### src/pkg/vipc_defines.svh
// Purpose: Register indices, field positions, reset values for voice irq/path control
// Assumes: Byte address of a register is four times its index
// Notes:   Included by the top design file, the assertions and the bench; not by the package
`ifndef VIPC_DEFINES_SVH
`define VIPC_DEFINES_SVH

`define VIPC_ADDR_W          16
`define VIPC_IDX_W           14

`define VIPC_IDX_TX_EN       14'h2770
`define VIPC_IDX_RX_EN       14'h2771
`define VIPC_IDX_DMA_EN      14'h2772
`define VIPC_IDX_TX_SRC      14'h2773
`define VIPC_IDX_RX_SRC      14'h2774
`define VIPC_IDX_DMA_SRC     14'h2775
`define VIPC_IDX_TX_COND     14'h2776
`define VIPC_IDX_IF_SEL      14'h277A
`define VIPC_IDX_MUTE_HI     14'h277C
`define VIPC_IDX_MUTE_LO     14'h277D
`define VIPC_IDX_PATH_CTL    14'h277E

`define VIPC_BIT_EMPTY       7
`define VIPC_BIT_FULL        6
`define VIPC_BIT_TX_DONE     4
`define VIPC_BIT_RX_DONE     0
`define VIPC_FIFO_MASK       8'hC0
`define VIPC_DMA_MASK        8'h11

`define VIPC_SEL_LSB         5
`define VIPC_SEL_MSB         6
`define VIPC_SEL_MASK        8'h60

`define VIPC_BIT_MUTE        6
`define VIPC_BIT_INIT        5
`define VIPC_BIT_SPLIT       4
`define VIPC_PATH_MASK       8'h70

`define VIPC_RST_REG         8'h00

`endif

### src/pkg/vipc_pkg.sv
// Purpose: Types shared by the voice irq/path control design files
// Assumes: Field layouts come from vipc_defines.svh
// Notes:   Nothing here is imported; users write vipc_pkg::name
package vipc_pkg;

  // External interface chosen for codec data
  typedef enum logic [1:0] {
    VIPC_IF_I2S   = 2'h0,
    VIPC_IF_SPI   = 2'h1,
    VIPC_IF_UART0 = 2'h2,
    VIPC_IF_UART1 = 2'h3
  } vipc_if_e;

  // Splitter states, one-hot
  typedef enum logic [2:0] {
    VIPC_SP_EMPTY = 3'h1,
    VIPC_SP_HIGH  = 3'h2,
    VIPC_SP_LAST  = 3'h4
  } vipc_sp_e;

  // FIFO and DMA condition inputs
  typedef struct packed {
    logic tx_empty;
    logic tx_full;
    logic rx_empty;
    logic rx_full;
    logic tx_dma_complete;
    logic rx_dma_complete;
  } vipc_events_s;

  // Decoder-side path control fields
  typedef struct packed {
    logic decoder_mute_insert;
    logic decoder_split_init;
    logic decoder_byte_split;
  } vipc_path_s;

endpackage : vipc_pkg

### src/design/vipc_top.sv
// Purpose: Voice FIFO/DMA interrupt sources, interface select and decoder path control
// Assumes: APB slave on ref_clk (40 MHz); event inputs synchronous to ref_clk
// Notes:   Register at index N sits at byte address 4*N; data in bits 7:0
//
// Chosen here: the APB interface to the registers.
`timescale 1ns/1ps
`include "vipc_defines.svh"

// Notes on behaviour
// (RL1) TX FIFO enables: empty bit7, full bit6
// (RL2) RX FIFO enables: empty bit7, full bit6
// (RL3) DMA enables: TX done bit4, RX bit0
// (RL4) TX empty flag sets on enable and condition
// (RL5) Flags stay set until software clears them
// (RL6) Flags share bit positions with their enables
// (RL7) Bits 6:5 pick I2S, SPI, UART0, UART1
// (RL8) Software writes zero to unused bits
// (RL9) Mute bit sends mute values instead
// (RL10) Init bit resets the byte splitter
// (RL11) Split bit sends high byte then low
// (RL12) Other flags set on enabled event; irq
module vipc_top (
  input  wire logic                      ref_clk,
  input  wire logic                      resetn,
  input  wire logic                      psel,
  input  wire logic                      penable,
  input  wire logic                      pwrite,
  input  wire logic [`VIPC_ADDR_W-1:0]   paddr,
  input  wire logic [31:0]               pwdata,
  output logic                           pready,
  output logic [31:0]                    prdata,
  output logic                           pslverr,
  input  wire vipc_pkg::vipc_events_s    events,
  output logic                           irq,
  input  wire logic                      dec_valid,
  input  wire logic [15:0]               dec_data,
  output logic                           dec_ready,
  output logic                           if_valid,
  output logic [15:0]                    if_data,
  output vipc_pkg::vipc_if_e             if_select,
  input  wire logic [3:0]                if_ready
);

  logic [7:0]           tx_fifo_irq_en_reg_ff;
  logic [7:0]           rx_fifo_irq_en_reg_ff;
  logic [7:0]           dma_irq_en_reg_ff;
  logic [7:0]           tx_fifo_irq_src_reg_ff;
  logic [7:0]           rx_fifo_irq_src_reg_ff;
  logic [7:0]           dma_irq_src_reg_ff;
  logic [7:0]           tx_fifo_condition_reg_ff;
  logic [7:0]           interface_select_reg_ff;
  logic [7:0]           mute_value_high_ff;
  logic [7:0]           mute_value_low_ff;
  vipc_pkg::vipc_path_s path_ff;

  logic [7:0]           nxt_tx_src;
  logic [7:0]           nxt_rx_src;
  logic [7:0]           nxt_dma_src;
  logic [7:0]           tx_set;
  logic [7:0]           rx_set;
  logic [7:0]           dma_set;
  logic                 wr_en;
  logic                 setup;
  logic [7:0]           wbyte;
  logic [7:0]           rd_byte;
  logic                 rd_hit;
  logic                 split_word_ready;
  logic [15:0]          path_word;
  logic                 sel_ready;

  // True when paddr is the aligned byte address of register index idx
  function automatic logic hit(input logic [`VIPC_ADDR_W-1:0] addr,
                               input logic [`VIPC_IDX_W-1:0]  idx);
    hit = (addr[1:0] == 2'h0) && (addr[`VIPC_ADDR_W-1:2] == idx);
  endfunction : hit

  // Write-one-to-clear with set winning over a same-cycle clear
  function automatic logic [7:0] w1c(input logic [7:0] cur,
                                     input logic [7:0] set,
                                     input logic       clr_en,
                                     input logic [7:0] clr,
                                     input logic [7:0] mask);
    logic [7:0] keep;
    keep = clr_en ? (cur & ~clr) : cur;
    w1c  = (keep | set) & mask;
  endfunction : w1c

  // Enable value that the coming edge will hold
  function automatic logic [7:0] en_next(input logic [7:0] cur,
                                         input logic       wr,
                                         input logic [7:0] wd,
                                         input logic [7:0] mask);
    en_next = wr ? (wd & mask) : cur;
  endfunction : en_next

  assign setup   = psel && !penable;
  assign wr_en   = psel && penable && pready && pwrite;
  assign wbyte   = pwdata[7:0];

  // APB answer: pready rises in the first access cycle, so each access takes two cycles
  always_ff @(posedge ref_clk or negedge resetn)
  begin
    if (!resetn)
    begin
      pready <= 1'b0;
    end
    else
    begin
      pready <= setup;
    end
  end

  always_comb
  begin
    rd_hit  = 1'b1;
    rd_byte = 8'h00;
    if (hit(paddr, `VIPC_IDX_TX_EN))
      rd_byte = tx_fifo_irq_en_reg_ff;
    else if (hit(paddr, `VIPC_IDX_RX_EN))
      rd_byte = rx_fifo_irq_en_reg_ff;
    else if (hit(paddr, `VIPC_IDX_DMA_EN))
      rd_byte = dma_irq_en_reg_ff;
    else if (hit(paddr, `VIPC_IDX_TX_SRC))
      rd_byte = tx_fifo_irq_src_reg_ff;
    else if (hit(paddr, `VIPC_IDX_RX_SRC))
      rd_byte = rx_fifo_irq_src_reg_ff;
    else if (hit(paddr, `VIPC_IDX_DMA_SRC))
      rd_byte = dma_irq_src_reg_ff;
    else if (hit(paddr, `VIPC_IDX_TX_COND))
      rd_byte = tx_fifo_condition_reg_ff;
    else if (hit(paddr, `VIPC_IDX_IF_SEL))
      rd_byte = interface_select_reg_ff;
    else if (hit(paddr, `VIPC_IDX_MUTE_HI))
      rd_byte = mute_value_high_ff;
    else if (hit(paddr, `VIPC_IDX_MUTE_LO))
      rd_byte = mute_value_low_ff;
    else if (hit(paddr, `VIPC_IDX_PATH_CTL))
      rd_byte = {1'b0, path_ff.decoder_mute_insert, path_ff.decoder_split_init,
                 path_ff.decoder_byte_split, 4'h0};
    else
      rd_hit = 1'b0;
  end

  // Read data and error are captured in setup and held through the access
  always_ff @(posedge ref_clk or negedge resetn)
  begin
    if (!resetn)
    begin
      prdata  <= 32'h0000_0000;
      pslverr <= 1'b0;
    end
    else if (setup)
    begin
      prdata  <= (pwrite || !rd_hit) ? 32'h0000_0000 : {24'h00_0000, rd_byte};
      pslverr <= !rd_hit;
    end
    else
    begin
      // One-cycle answer: an error left standing would outlive pready
      prdata  <= 32'h0000_0000;
      pslverr <= 1'b0;
    end
  end

  // (RL1) TX FIFO enables
  always_ff @(posedge ref_clk or negedge resetn)
  begin
    if (!resetn)
      tx_fifo_irq_en_reg_ff <= `VIPC_RST_REG;
    else if (wr_en && hit(paddr, `VIPC_IDX_TX_EN))
      tx_fifo_irq_en_reg_ff <= wbyte & `VIPC_FIFO_MASK;
  end

  // (RL2) RX FIFO enables
  always_ff @(posedge ref_clk or negedge resetn)
  begin
    if (!resetn)
      rx_fifo_irq_en_reg_ff <= `VIPC_RST_REG;
    else if (wr_en && hit(paddr, `VIPC_IDX_RX_EN))
      rx_fifo_irq_en_reg_ff <= wbyte & `VIPC_FIFO_MASK;
  end

  // (RL3) DMA completion enables
  always_ff @(posedge ref_clk or negedge resetn)
  begin
    if (!resetn)
      dma_irq_en_reg_ff <= `VIPC_RST_REG;
    else if (wr_en && hit(paddr, `VIPC_IDX_DMA_EN))
      dma_irq_en_reg_ff <= wbyte & `VIPC_DMA_MASK;
  end

  // TX FIFO condition value mirrors the live FIFO levels
  always_ff @(posedge ref_clk or negedge resetn)
  begin
    if (!resetn)
      tx_fifo_condition_reg_ff <= `VIPC_RST_REG;
    else
    begin
      tx_fifo_condition_reg_ff <= 8'h00;
      tx_fifo_condition_reg_ff[`VIPC_BIT_EMPTY] <= events.tx_empty;
      tx_fifo_condition_reg_ff[`VIPC_BIT_FULL]  <= events.tx_full;
    end
  end

  always_comb
  begin
    tx_set = 8'h00;
    rx_set = 8'h00;
    dma_set = 8'h00;
    // (RL4) TX empty needs enable and condition value
    tx_set[`VIPC_BIT_EMPTY] = tx_fifo_irq_en_reg_ff[`VIPC_BIT_EMPTY]
                              && tx_fifo_condition_reg_ff[`VIPC_BIT_EMPTY];
    // (RL12) Remaining flags on enabled events
    tx_set[`VIPC_BIT_FULL]    = tx_fifo_irq_en_reg_ff[`VIPC_BIT_FULL]
                                && tx_fifo_condition_reg_ff[`VIPC_BIT_FULL];
    rx_set[`VIPC_BIT_EMPTY]   = rx_fifo_irq_en_reg_ff[`VIPC_BIT_EMPTY] && events.rx_empty;
    rx_set[`VIPC_BIT_FULL]    = rx_fifo_irq_en_reg_ff[`VIPC_BIT_FULL] && events.rx_full;
    dma_set[`VIPC_BIT_TX_DONE] = dma_irq_en_reg_ff[`VIPC_BIT_TX_DONE]
                                 && events.tx_dma_complete;
    dma_set[`VIPC_BIT_RX_DONE] = dma_irq_en_reg_ff[`VIPC_BIT_RX_DONE]
                                 && events.rx_dma_complete;
  end

  // (RL5) Sticky, cleared only by software write
  always_comb
  begin
    nxt_tx_src  = w1c(tx_fifo_irq_src_reg_ff, tx_set,
                      wr_en && hit(paddr, `VIPC_IDX_TX_SRC), wbyte, `VIPC_FIFO_MASK);
    nxt_rx_src  = w1c(rx_fifo_irq_src_reg_ff, rx_set,
                      wr_en && hit(paddr, `VIPC_IDX_RX_SRC), wbyte, `VIPC_FIFO_MASK);
    nxt_dma_src = w1c(dma_irq_src_reg_ff, dma_set,
                      wr_en && hit(paddr, `VIPC_IDX_DMA_SRC), wbyte, `VIPC_DMA_MASK);
  end

  // (RL6) Flags at enable bit positions
  always_ff @(posedge ref_clk or negedge resetn)
  begin
    if (!resetn)
    begin
      tx_fifo_irq_src_reg_ff <= `VIPC_RST_REG;
      rx_fifo_irq_src_reg_ff <= `VIPC_RST_REG;
      dma_irq_src_reg_ff     <= `VIPC_RST_REG;
    end
    else
    begin
      tx_fifo_irq_src_reg_ff <= nxt_tx_src;
      rx_fifo_irq_src_reg_ff <= nxt_rx_src;
      dma_irq_src_reg_ff     <= nxt_dma_src;
    end
  end

  // (RL12) Level request while an enabled flag is set; enables double as the mask
  always_ff @(posedge ref_clk or negedge resetn)
  begin
    if (!resetn)
      irq <= 1'b0;
    else
      // Next enables too, so an enable write moves irq on the same edge as a clear
      irq <= |(nxt_tx_src & en_next(tx_fifo_irq_en_reg_ff,
                                    wr_en && hit(paddr, `VIPC_IDX_TX_EN),
                                    wbyte, `VIPC_FIFO_MASK))
             || |(nxt_rx_src & en_next(rx_fifo_irq_en_reg_ff,
                                       wr_en && hit(paddr, `VIPC_IDX_RX_EN),
                                       wbyte, `VIPC_FIFO_MASK))
             || |(nxt_dma_src & en_next(dma_irq_en_reg_ff,
                                        wr_en && hit(paddr, `VIPC_IDX_DMA_EN),
                                        wbyte, `VIPC_DMA_MASK));
  end

  // (RL7) Interface select field; (RL8) other bits held at zero
  always_ff @(posedge ref_clk or negedge resetn)
  begin
    if (!resetn)
      interface_select_reg_ff <= `VIPC_RST_REG;
    else if (wr_en && hit(paddr, `VIPC_IDX_IF_SEL))
      interface_select_reg_ff <= wbyte & `VIPC_SEL_MASK;
  end

  // (RL7) Registered select drives routing
  always_ff @(posedge ref_clk or negedge resetn)
  begin
    if (!resetn)
      if_select <= vipc_pkg::VIPC_IF_I2S;
    else
      if_select <= vipc_pkg::vipc_if_e'(
        interface_select_reg_ff[`VIPC_SEL_MSB:`VIPC_SEL_LSB]);
  end

  always_ff @(posedge ref_clk or negedge resetn)
  begin
    if (!resetn)
    begin
      mute_value_high_ff <= `VIPC_RST_REG;
      mute_value_low_ff  <= `VIPC_RST_REG;
    end
    else
    begin
      if (wr_en && hit(paddr, `VIPC_IDX_MUTE_HI))
        mute_value_high_ff <= wbyte;
      if (wr_en && hit(paddr, `VIPC_IDX_MUTE_LO))
        mute_value_low_ff <= wbyte;
    end
  end

  // Path control fields
  always_ff @(posedge ref_clk or negedge resetn)
  begin
    if (!resetn)
      path_ff <= '0;
    else if (wr_en && hit(paddr, `VIPC_IDX_PATH_CTL))
    begin
      path_ff.decoder_mute_insert <= wbyte[`VIPC_BIT_MUTE];
      path_ff.decoder_split_init  <= wbyte[`VIPC_BIT_INIT];
      path_ff.decoder_byte_split  <= wbyte[`VIPC_BIT_SPLIT];
    end
  end

  // (RL9) Mute values replace decoder words; decoder keeps draining meanwhile
  assign path_word = path_ff.decoder_mute_insert ? {mute_value_high_ff, mute_value_low_ff}
                                                 : dec_data;
  assign dec_ready = split_word_ready;

  // Ready of the selected interface only
  assign sel_ready = if_ready[if_select];

  vipc_byte_split u_split (
    .ref_clk    (ref_clk),
    .resetn     (resetn),
    .init       (path_ff.decoder_split_init),
    .split_en   (path_ff.decoder_byte_split),
    .word_valid (dec_valid),
    .word       (path_word),
    .word_ready (split_word_ready),
    .out_valid  (if_valid),
    .out_data   (if_data),
    .out_ready  (sel_ready)
  );

endmodule : vipc_top

### src/design/vipc_byte_split.sv
// Purpose: Turns decoder words into one 16-bit beat or two byte beats
// Assumes: Consumer takes a beat when out_valid and out_ready are both high
// Notes:   Init clears any word in flight; high byte goes first
`timescale 1ns/1ps
module vipc_byte_split (
  input  wire logic        ref_clk,
  input  wire logic        resetn,
  input  wire logic        init,
  input  wire logic        split_en,
  input  wire logic        word_valid,
  input  wire logic [15:0] word,
  output logic             word_ready,
  output logic             out_valid,
  output logic [15:0]      out_data,
  input  wire logic        out_ready
);

  vipc_pkg::vipc_sp_e state_ff;
  logic [7:0]         low_ff;

  // One word at a time: a new word is taken only once the last beat left
  assign word_ready = (state_ff == vipc_pkg::VIPC_SP_EMPTY) && !init;

  always_ff @(posedge ref_clk or negedge resetn)
  begin
    if (!resetn)
    begin
      state_ff  <= vipc_pkg::VIPC_SP_EMPTY;
      low_ff    <= 8'h00;
      out_valid <= 1'b0;
      out_data  <= 16'h0000;
    end
    // (RL10) Init clears splitter
    else if (init)
    begin
      state_ff  <= vipc_pkg::VIPC_SP_EMPTY;
      low_ff    <= 8'h00;
      out_valid <= 1'b0;
      out_data  <= 16'h0000;
    end
    else
    begin
      unique case (state_ff)
        vipc_pkg::VIPC_SP_EMPTY:
        begin
          if (word_valid)
          begin
            out_valid <= 1'b1;
            low_ff    <= word[7:0];
            // (RL11) High byte first
            if (split_en)
            begin
              out_data <= {8'h00, word[15:8]};
              state_ff <= vipc_pkg::VIPC_SP_HIGH;
            end
            else
            begin
              out_data <= word;
              state_ff <= vipc_pkg::VIPC_SP_LAST;
            end
          end
        end
        vipc_pkg::VIPC_SP_HIGH:
        begin
          // (RL11) Low byte follows
          if (out_ready)
          begin
            out_data <= {8'h00, low_ff};
            state_ff <= vipc_pkg::VIPC_SP_LAST;
          end
        end
        vipc_pkg::VIPC_SP_LAST:
        begin
          if (out_ready)
          begin
            out_valid <= 1'b0;
            state_ff  <= vipc_pkg::VIPC_SP_EMPTY;
          end
        end
      endcase
    end
  end

endmodule : vipc_byte_split

### config.mk
export PLATFORM = sky130hd
export DESIGN_NAME = vipc_top
export DESIGN_NICKNAME = d
export VERILOG_FILES = /design/src/pkg/vipc_pkg.sv /design/src/design/vipc_top.sv /design/src/design/vipc_byte_split.sv
export VERILOG_INCLUDE_DIRS = /design/src /design/src/pkg
export SDC_FILE = /design/constraint.sdc
export NUM_CORES = 1
export LEC_CHECK = 0
export BUFFER_PORTS_ARGS = -buffer_cell sky130_fd_sc_hd__buf_2
export CAP_MARGIN = 10
export CORE_ASPECT_RATIO = 2
export CORE_MARGIN = 4
export CORE_UTILIZATION = 30
export DETAILED_ROUTE_END_ITERATION = 10
export GPL_ROUTABILITY_DRIVEN = 0
export SLEW_MARGIN = 20
export SYNTH_ARGS = -nofsm -noshare
export SYNTH_HDL_FRONTEND = slang
export SYNTH_SLANG_ARGS = --single-unit
### constraint.sdc
create_clock -name ref_clk -period 2.33 [get_ports ref_clk]
set_input_delay 0.3495 -clock ref_clk [delete_from_list [all_inputs] [get_ports ref_clk]]
set_output_delay 0.3495 -clock ref_clk [all_outputs]
set_load 0.02 [all_outputs]
==> Word-level counts from Yosys, hierarchy flattened <==
Index checks and enable logic that the tools add are counted.
{ "op_classes": {"magnitude_cmp": 1, "eq_ne": 17, "mux": 52, "n_bitwise": 10, "reduce_logical": 50} }
{ "op_table": {"columns": ["operator", "n"], "rows": [
  ["$mux 8", 20],
  ["$eq 14x14->1 const B", 11],
  ["$mux 16", 5],
  ["$and 8x8->8", 4],
  ["$logic_and 1x1->1", 32],
  ["$pmux 16 s2", 1],
  ["$reduce_or 8->1", 3],
  ["$mux 1", 16],
  ["$or 8x8->8", 2],
  ["$mux 3", 5],
  ["$ne 3x3->1 const B", 3],
  ["$pmux 3 s3", 1],
  ["$reduce_and 3->1", 3],
  ["$and 5x8->8", 1],
  ["$not 8->8", 1],
  ["$mux 7", 1],
  ["$reduce_bool 3->1", 2],
  ["$and 5x5->5", 1],
  ["$mux 5", 1],
  ["$or 5x5->5", 1],
  ["$reduce_bool 2->1", 2],
  ["$eq 3x1->1 const B", 1],
  ["$eq 3x2->1 const B", 1],
  ["$eq 3x3->1 const B", 1],
  ["7 further kinds", 11]
]} }
{ "word_totals": {"regBits": 118, "input_bits": 80, "wordCells": 152} }

==> Depth between registers and ports, before layout <==
{ "depth": {"ltp_word": 17, "depth_mapped": 8, "ltp_nobuf": 6} }

==> Cells and area by module <==
A second synthesis with hierarchy kept.
{ "hier_totals": {"cells_unflattened": 393, "hier_area_um2": 4471.8} }
{ "by_module_without_submodules": {"columns": ["mod", "n_inst", "cells_per_inst", "area_each_um2", "seq_area_each_um2"], "rows": [
  ["vipc_top", 1, 264, 2882.8, 1201.2],
  ["vipc_byte_split", 1, 129, 1589.0, 701.9]
]} }

==> Worst setup path before layout <==
OpenSTA, ideal clock, no wires.
{ "synth_path": {"path_kind": "input to register", "start": "input paddr[1]", "end": "register irq", "setup_time_ns": 0.136, "t_arrival_ns": 2.200, "required_ns": 2.194, "path_slack_ns": -0.006, "path_stages": 6, "path_cell_list": "or4_1 > or4_1 > buf_2 > or3_1 > a221oi_2 > nand4_1"} }
{ "synth_via": {"elab_chain_cells": 9, "elab_cells_between_ends": 30} }
{ "synth_rtl": {"columns": ["item", "line", "source"], "rows": [
  ["from (decl)", "vipc_top.sv:28", "input wire logic [`VIPC_ADDR_W-1:0] paddr,"],
  ["$logic_not 2->1 (*)", "vipc_top.sv:74", "hit = (addr[1:0] == 2'h0) && (addr[`VIPC_ADDR_W-1:2] == idx);"],
  ["$logic_and 1x1->1", "vipc_top.sv:74", null],
  ["$logic_and 1x1->1, on equally long branches", "vipc_top.sv:228, vipc_top.sv:230", null],
  ["$mux 8", "vipc_top.sv:84", "keep = clr_en ? (cur & ~clr) : cur;"],
  ["$or 8x8->8", "vipc_top.sv:85", "w1c = (keep | set) & mask;"],
  ["$and 8x8->8, on equally long branches", "vipc_top.sv:259, vipc_top.sv:262", null],
  ["$reduce_or 8->1, on equally long branches", "vipc_top.sv:259, vipc_top.sv:262", null],
  ["$logic_or 1x1->1", "vipc_top.sv:259", "irq <= |(nxt_tx_src & en_next(tx_fifo_irq_en_reg_ff,"],
  ["$logic_or 1x1->1 (*)", "vipc_top.sv:259", null],
  ["to (signal assigned)", "vipc_top.sv:259", null],
  ["to (decl)", "vipc_top.sv:34", "output logic irq,"]
]} }
Mark *: on every way between the ends. The rest lies on a longest branch, timed or not.
A chain may end at the register's enable or synchronous reset.

==> Worst setup path in the final report <==
{ "layout_path": {"start": "input paddr[1]", "end": "register tx_fifo_irq_src_reg_ff[7]"} }
{ "layout_via": {"elab_chain_cells": 5} }
{ "layout_rtl": {"columns": ["item", "line", "source"], "rows": [
  ["$logic_not 2->1", "vipc_top.sv:74", null],
  ["$logic_and 1x1->1", "vipc_top.sv:74", null],
  ["$logic_and 1x1->1", "vipc_top.sv:228", "wr_en && hit(paddr, `VIPC_IDX_TX_SRC), wbyte, `VIPC_FIFO_MASK);"],
  ["$mux 8", "vipc_top.sv:84", null],
  ["$or 8x8->8", "vipc_top.sv:85", null],
  ["via nxt_tx_src[7]", "vipc_top.sv:56", "logic [7:0] nxt_tx_src;"],
  ["to (signal assigned)", "vipc_top.sv:240", "tx_fifo_irq_src_reg_ff <= `VIPC_RST_REG;"],
  ["to (signal assigned)", "vipc_top.sv:246", "tx_fifo_irq_src_reg_ff <= nxt_tx_src;"],
  ["to (decl)", "vipc_top.sv:47", "logic [7:0] tx_fifo_irq_src_reg_ff;"]
]} }
The timed path passes the listed nets, and every way through them passes these cells.

==> results.sh <==
export IMPL_cts_setup_buffers=0
export IMPL_ys_seq_elements=76
export IMPL_maxSlewViolCount=0
export IMPL_crit_arrival_ps=2460
export IMPL_grt_max_degree=46
export IMPL_drtIter0Drc=98
export IMPL_grt_pass1_wl_um=19500
export IMPL_placed_area_mm2=0.00502
export IMPL_cts_tree="built"
export IMPL_finalInstanceArea_mm2=0.00531
export IMPL_period_minus_slack_ps=2230
export IMPL_yosysTopAreaCellShare=0.446
export IMPL_cts_buffers=9
export IMPL_syn2layout_area_growth_pct=26.1
export IMPL_crit_fanout=7
export IMPL_endpoint_kind="flip-flop"
export IMPL_worstSetupStartpointType="primary input"
export IMPL_syn_inst=414
export IMPL_hpwl_um=9890
export IMPL_via_per_inst=4.93
export IMPL_ant_nets=0
export IMPL_synth_cell_type_count=57
export IMPL_synth_flop_cell="dfrtp_1"
export IMPL_yosysTopAreaCell="dfrtp_1"
export IMPL_violations="negative hold slack"
export IMPL_wl_per_cell_um=17.3
export IMPL_clock_latency_ps=340
export IMPL_dieArea_mm2=0.0161
export IMPL_hold_buffers=0
export IMPL_fin_crit_sh=0.957
export IMPL_cts_resized=0
export IMPL_vias=3559
export IMPL_clockBufferDepth=2
export IMPL_irDropWorstVdd_mv=0.339
export IMPL_critPathKind="primary input to flip-flop"
export IMPL_multiInputGateArea_mm2=0.00210
export IMPL_setup_viol=0
export IMPL_max_cap_violations=0
export IMPL_layout_nets=608
export IMPL_holdWs_ps=-3.41
export IMPL_synth_area_leaders="dfrtp_1 45%, mux2_2 14%, mux2i_1 5.0%"
export IMPL_seq_area_mm2=0.00190
export IMPL_drc=0
export IMPL_clock_sinks=76
export IMPL_worst_clock_skew_ps=9.34
export IMPL_top_level_ports=135
export IMPL_die_y_um=176
export IMPL_root_buffer="clkbuf_16"
export IMPL_slew_headroom=0.596
export IMPL_num_fill_cells=1380
export IMPL_leakage_nw=2.48
export IMPL_routed_wirelength_um=12500
export IMPL_clk_pin_slew_ps=70
export IMPL_fp_row_count=61
export IMPL_hold_viol_final=1
export IMPL_antenna_cells=0
export IMPL_grt_pass1_vias=3746
export IMPL_status="finished with violations"
export IMPL_drt_first_pass_iters=4
export IMPL_synth_edf_count=0
export IMPL_tightest_slew_ps=605
export IMPL_worst_ep_required_time_ps=2560
export IMPL_core_area_mm2=0.0138
export IMPL_cts_htree_levels=3
export IMPL_rsz0062_at_grt="false"
export IMPL_ff2ff_path_depth=6
export IMPL_max_freq_mhz=448
export IMPL_netlist_area_mm2=0.00421
export IMPL_avgSynthCellArea_um2=10.2
export IMPL_die_x_um=91.8
export IMPL_powerDensity_mw_per_mm2=761
export IMPL_grt_ovfl_total=0
export IMPL_synth_top_cells_by_count="75 x dfrtp_1, 52 x mux2_2, 44 x nor2_1"
export IMPL_port_buffers=86
export IMPL_ys_seq_area_frac=0.452
export IMPL_post_route_util=0.385
export IMPL_hold_class="primary input to asynchronous set/reset pin"
export IMPL_ys_warn_count=0
export IMPL_grtUsageTotal=0.158
export IMPL_synth_most_common_cell="dfrtp_1"
export IMPL_drive_gt1_frac=0.381
export IMPL_initial_utilization=0.305
export IMPL_async_reset_ff_frac=1.00
export IMPL_antenna_found_initial=0
-- layout make-up --
class,count,share of cell area
Clock buffer,11,0.0476
Clock inverter,5,0.00683
Inverter,8,0.00565
Multi-Input combinational cell,308,0.396
Sequential cell,76,0.358
Tap cell,189,0.0445
Timing Repair Buffer,125,0.141
-- cells in the final DEF, fill, tap and decap left out, drive strengths merged, types with 2 or more instances in the layout --
cell type and instances:
or4 2, nor2 44, conb 24, mux2 52, o32ai 2, nor3 11, or2 2, nand2b 8
a21oi 11, a221oi 3, nand3 8, o21ai 18, o21a 6, o22ai 2, clkbuf 11, mux2i 21
a211oi 3, o211ai 2, a22oi 5, nor2b 6, dfrtp 75, or3 2, and2 3, nand4 4
nor4 4, inv 8, nand4b 2, buf 125, and3b 2, and3 3, nor4b 2, nor3b 2
a31oi 6, nand2 30, clkinv 5, a22o 5
-- worst max-delay path, stage by stage --
cell,delay [ps]
buf_2,100
or4_1,540
or4_1,580
buf_4,210
nor2_1,240
buf_4,170
nand3_1,70
a22o_1,200
-- where the power goes --
| group | switching, mW | internal [mW] | total (mW) |
|---|---|---|---|
| registers | 0.130 | 1.56 | 1.69 |
| logic | 0.585 | 0.400 | 0.985 |
| clock network | 0.583 | 0.782 | 1.36 |
| total | 1.30 | 2.74 | 4.04 |
-- cells by family after synthesis --
kind of cell           after synthesis  share of synthesized area
AO/OA/AOI/OAI                       73                      0.117
buffers and inverters               53                     0.0692
flip-flops                          76                      0.452
multiplexers                        74                      0.194
other                                1                   0.000890
AND/OR/NAND/NOR                    137                      0.166
-- per-layer routing --
layer / global-route usage / part of all wire / up-vias
met3: 0.0321 / 0.042 / 29
met4: 0.0850 / 0.044 / 0
met5: 0 / 0 / -
li1: - / - / 1664
met1: 0.147 / 0.33 / 1735
met2: 0.311 / 0.58 / 131
-- metrics by stage --
step | TNS [ps] | total power, mW | instances | setup WS, ps
2_1_floorplan | -6.08 | 2.35 | 437 | -6.08
3_3_place_gp | -992 | 2.68 | 706 | -196
3_5_place_dp | -1170 | 2.71 | 706 | -244
4_1_cts | 0 | 4.06 | 722 | 103
5_1_grt | 0 | 4.23 | 722 | 3.81
6_report | 0 | 4.04 | 722 | 99.3
-- sequential cells by signal, indices dropped and copies added, names as in the netlist, 3 cells and up --
signal / count
prdata: 8
u_split.state_ff: 3
u_split.low_ff: 8
mute_value_low_ff: 8
mute_value_high_ff: 8
path_ff: 3
u_split.out_data: 16
-- worst paths after layout --
path | from | slack (ps) | end
worst max register to register | path_ff[2]$_DFFE_PN0P_ | 330 | u_split.out_data[2]$_DFFE_PN0P_
worst min-delay path | resetn | -3 | u_split.out_data[11]$_DFFE_PN0P_
min in group ref_clk | events[5] | 110 | tx_fifo_condition_reg_ff[7]$_DFF_PN0_
worst max-delay path | paddr[1] | 100 | tx_fifo_irq_src_reg_ff[7]$_DFF_PN0_
max in group asynchronous | resetn | 1720 | tx_fifo_condition_reg_ff[6]$_DFF_PN0_
worst min register to register | interface_select_reg_ff[6]$_DFFE_PN0P_ | 410 | if_select[1]$_DFF_PN0_
(Power assumes the default switching activity.)
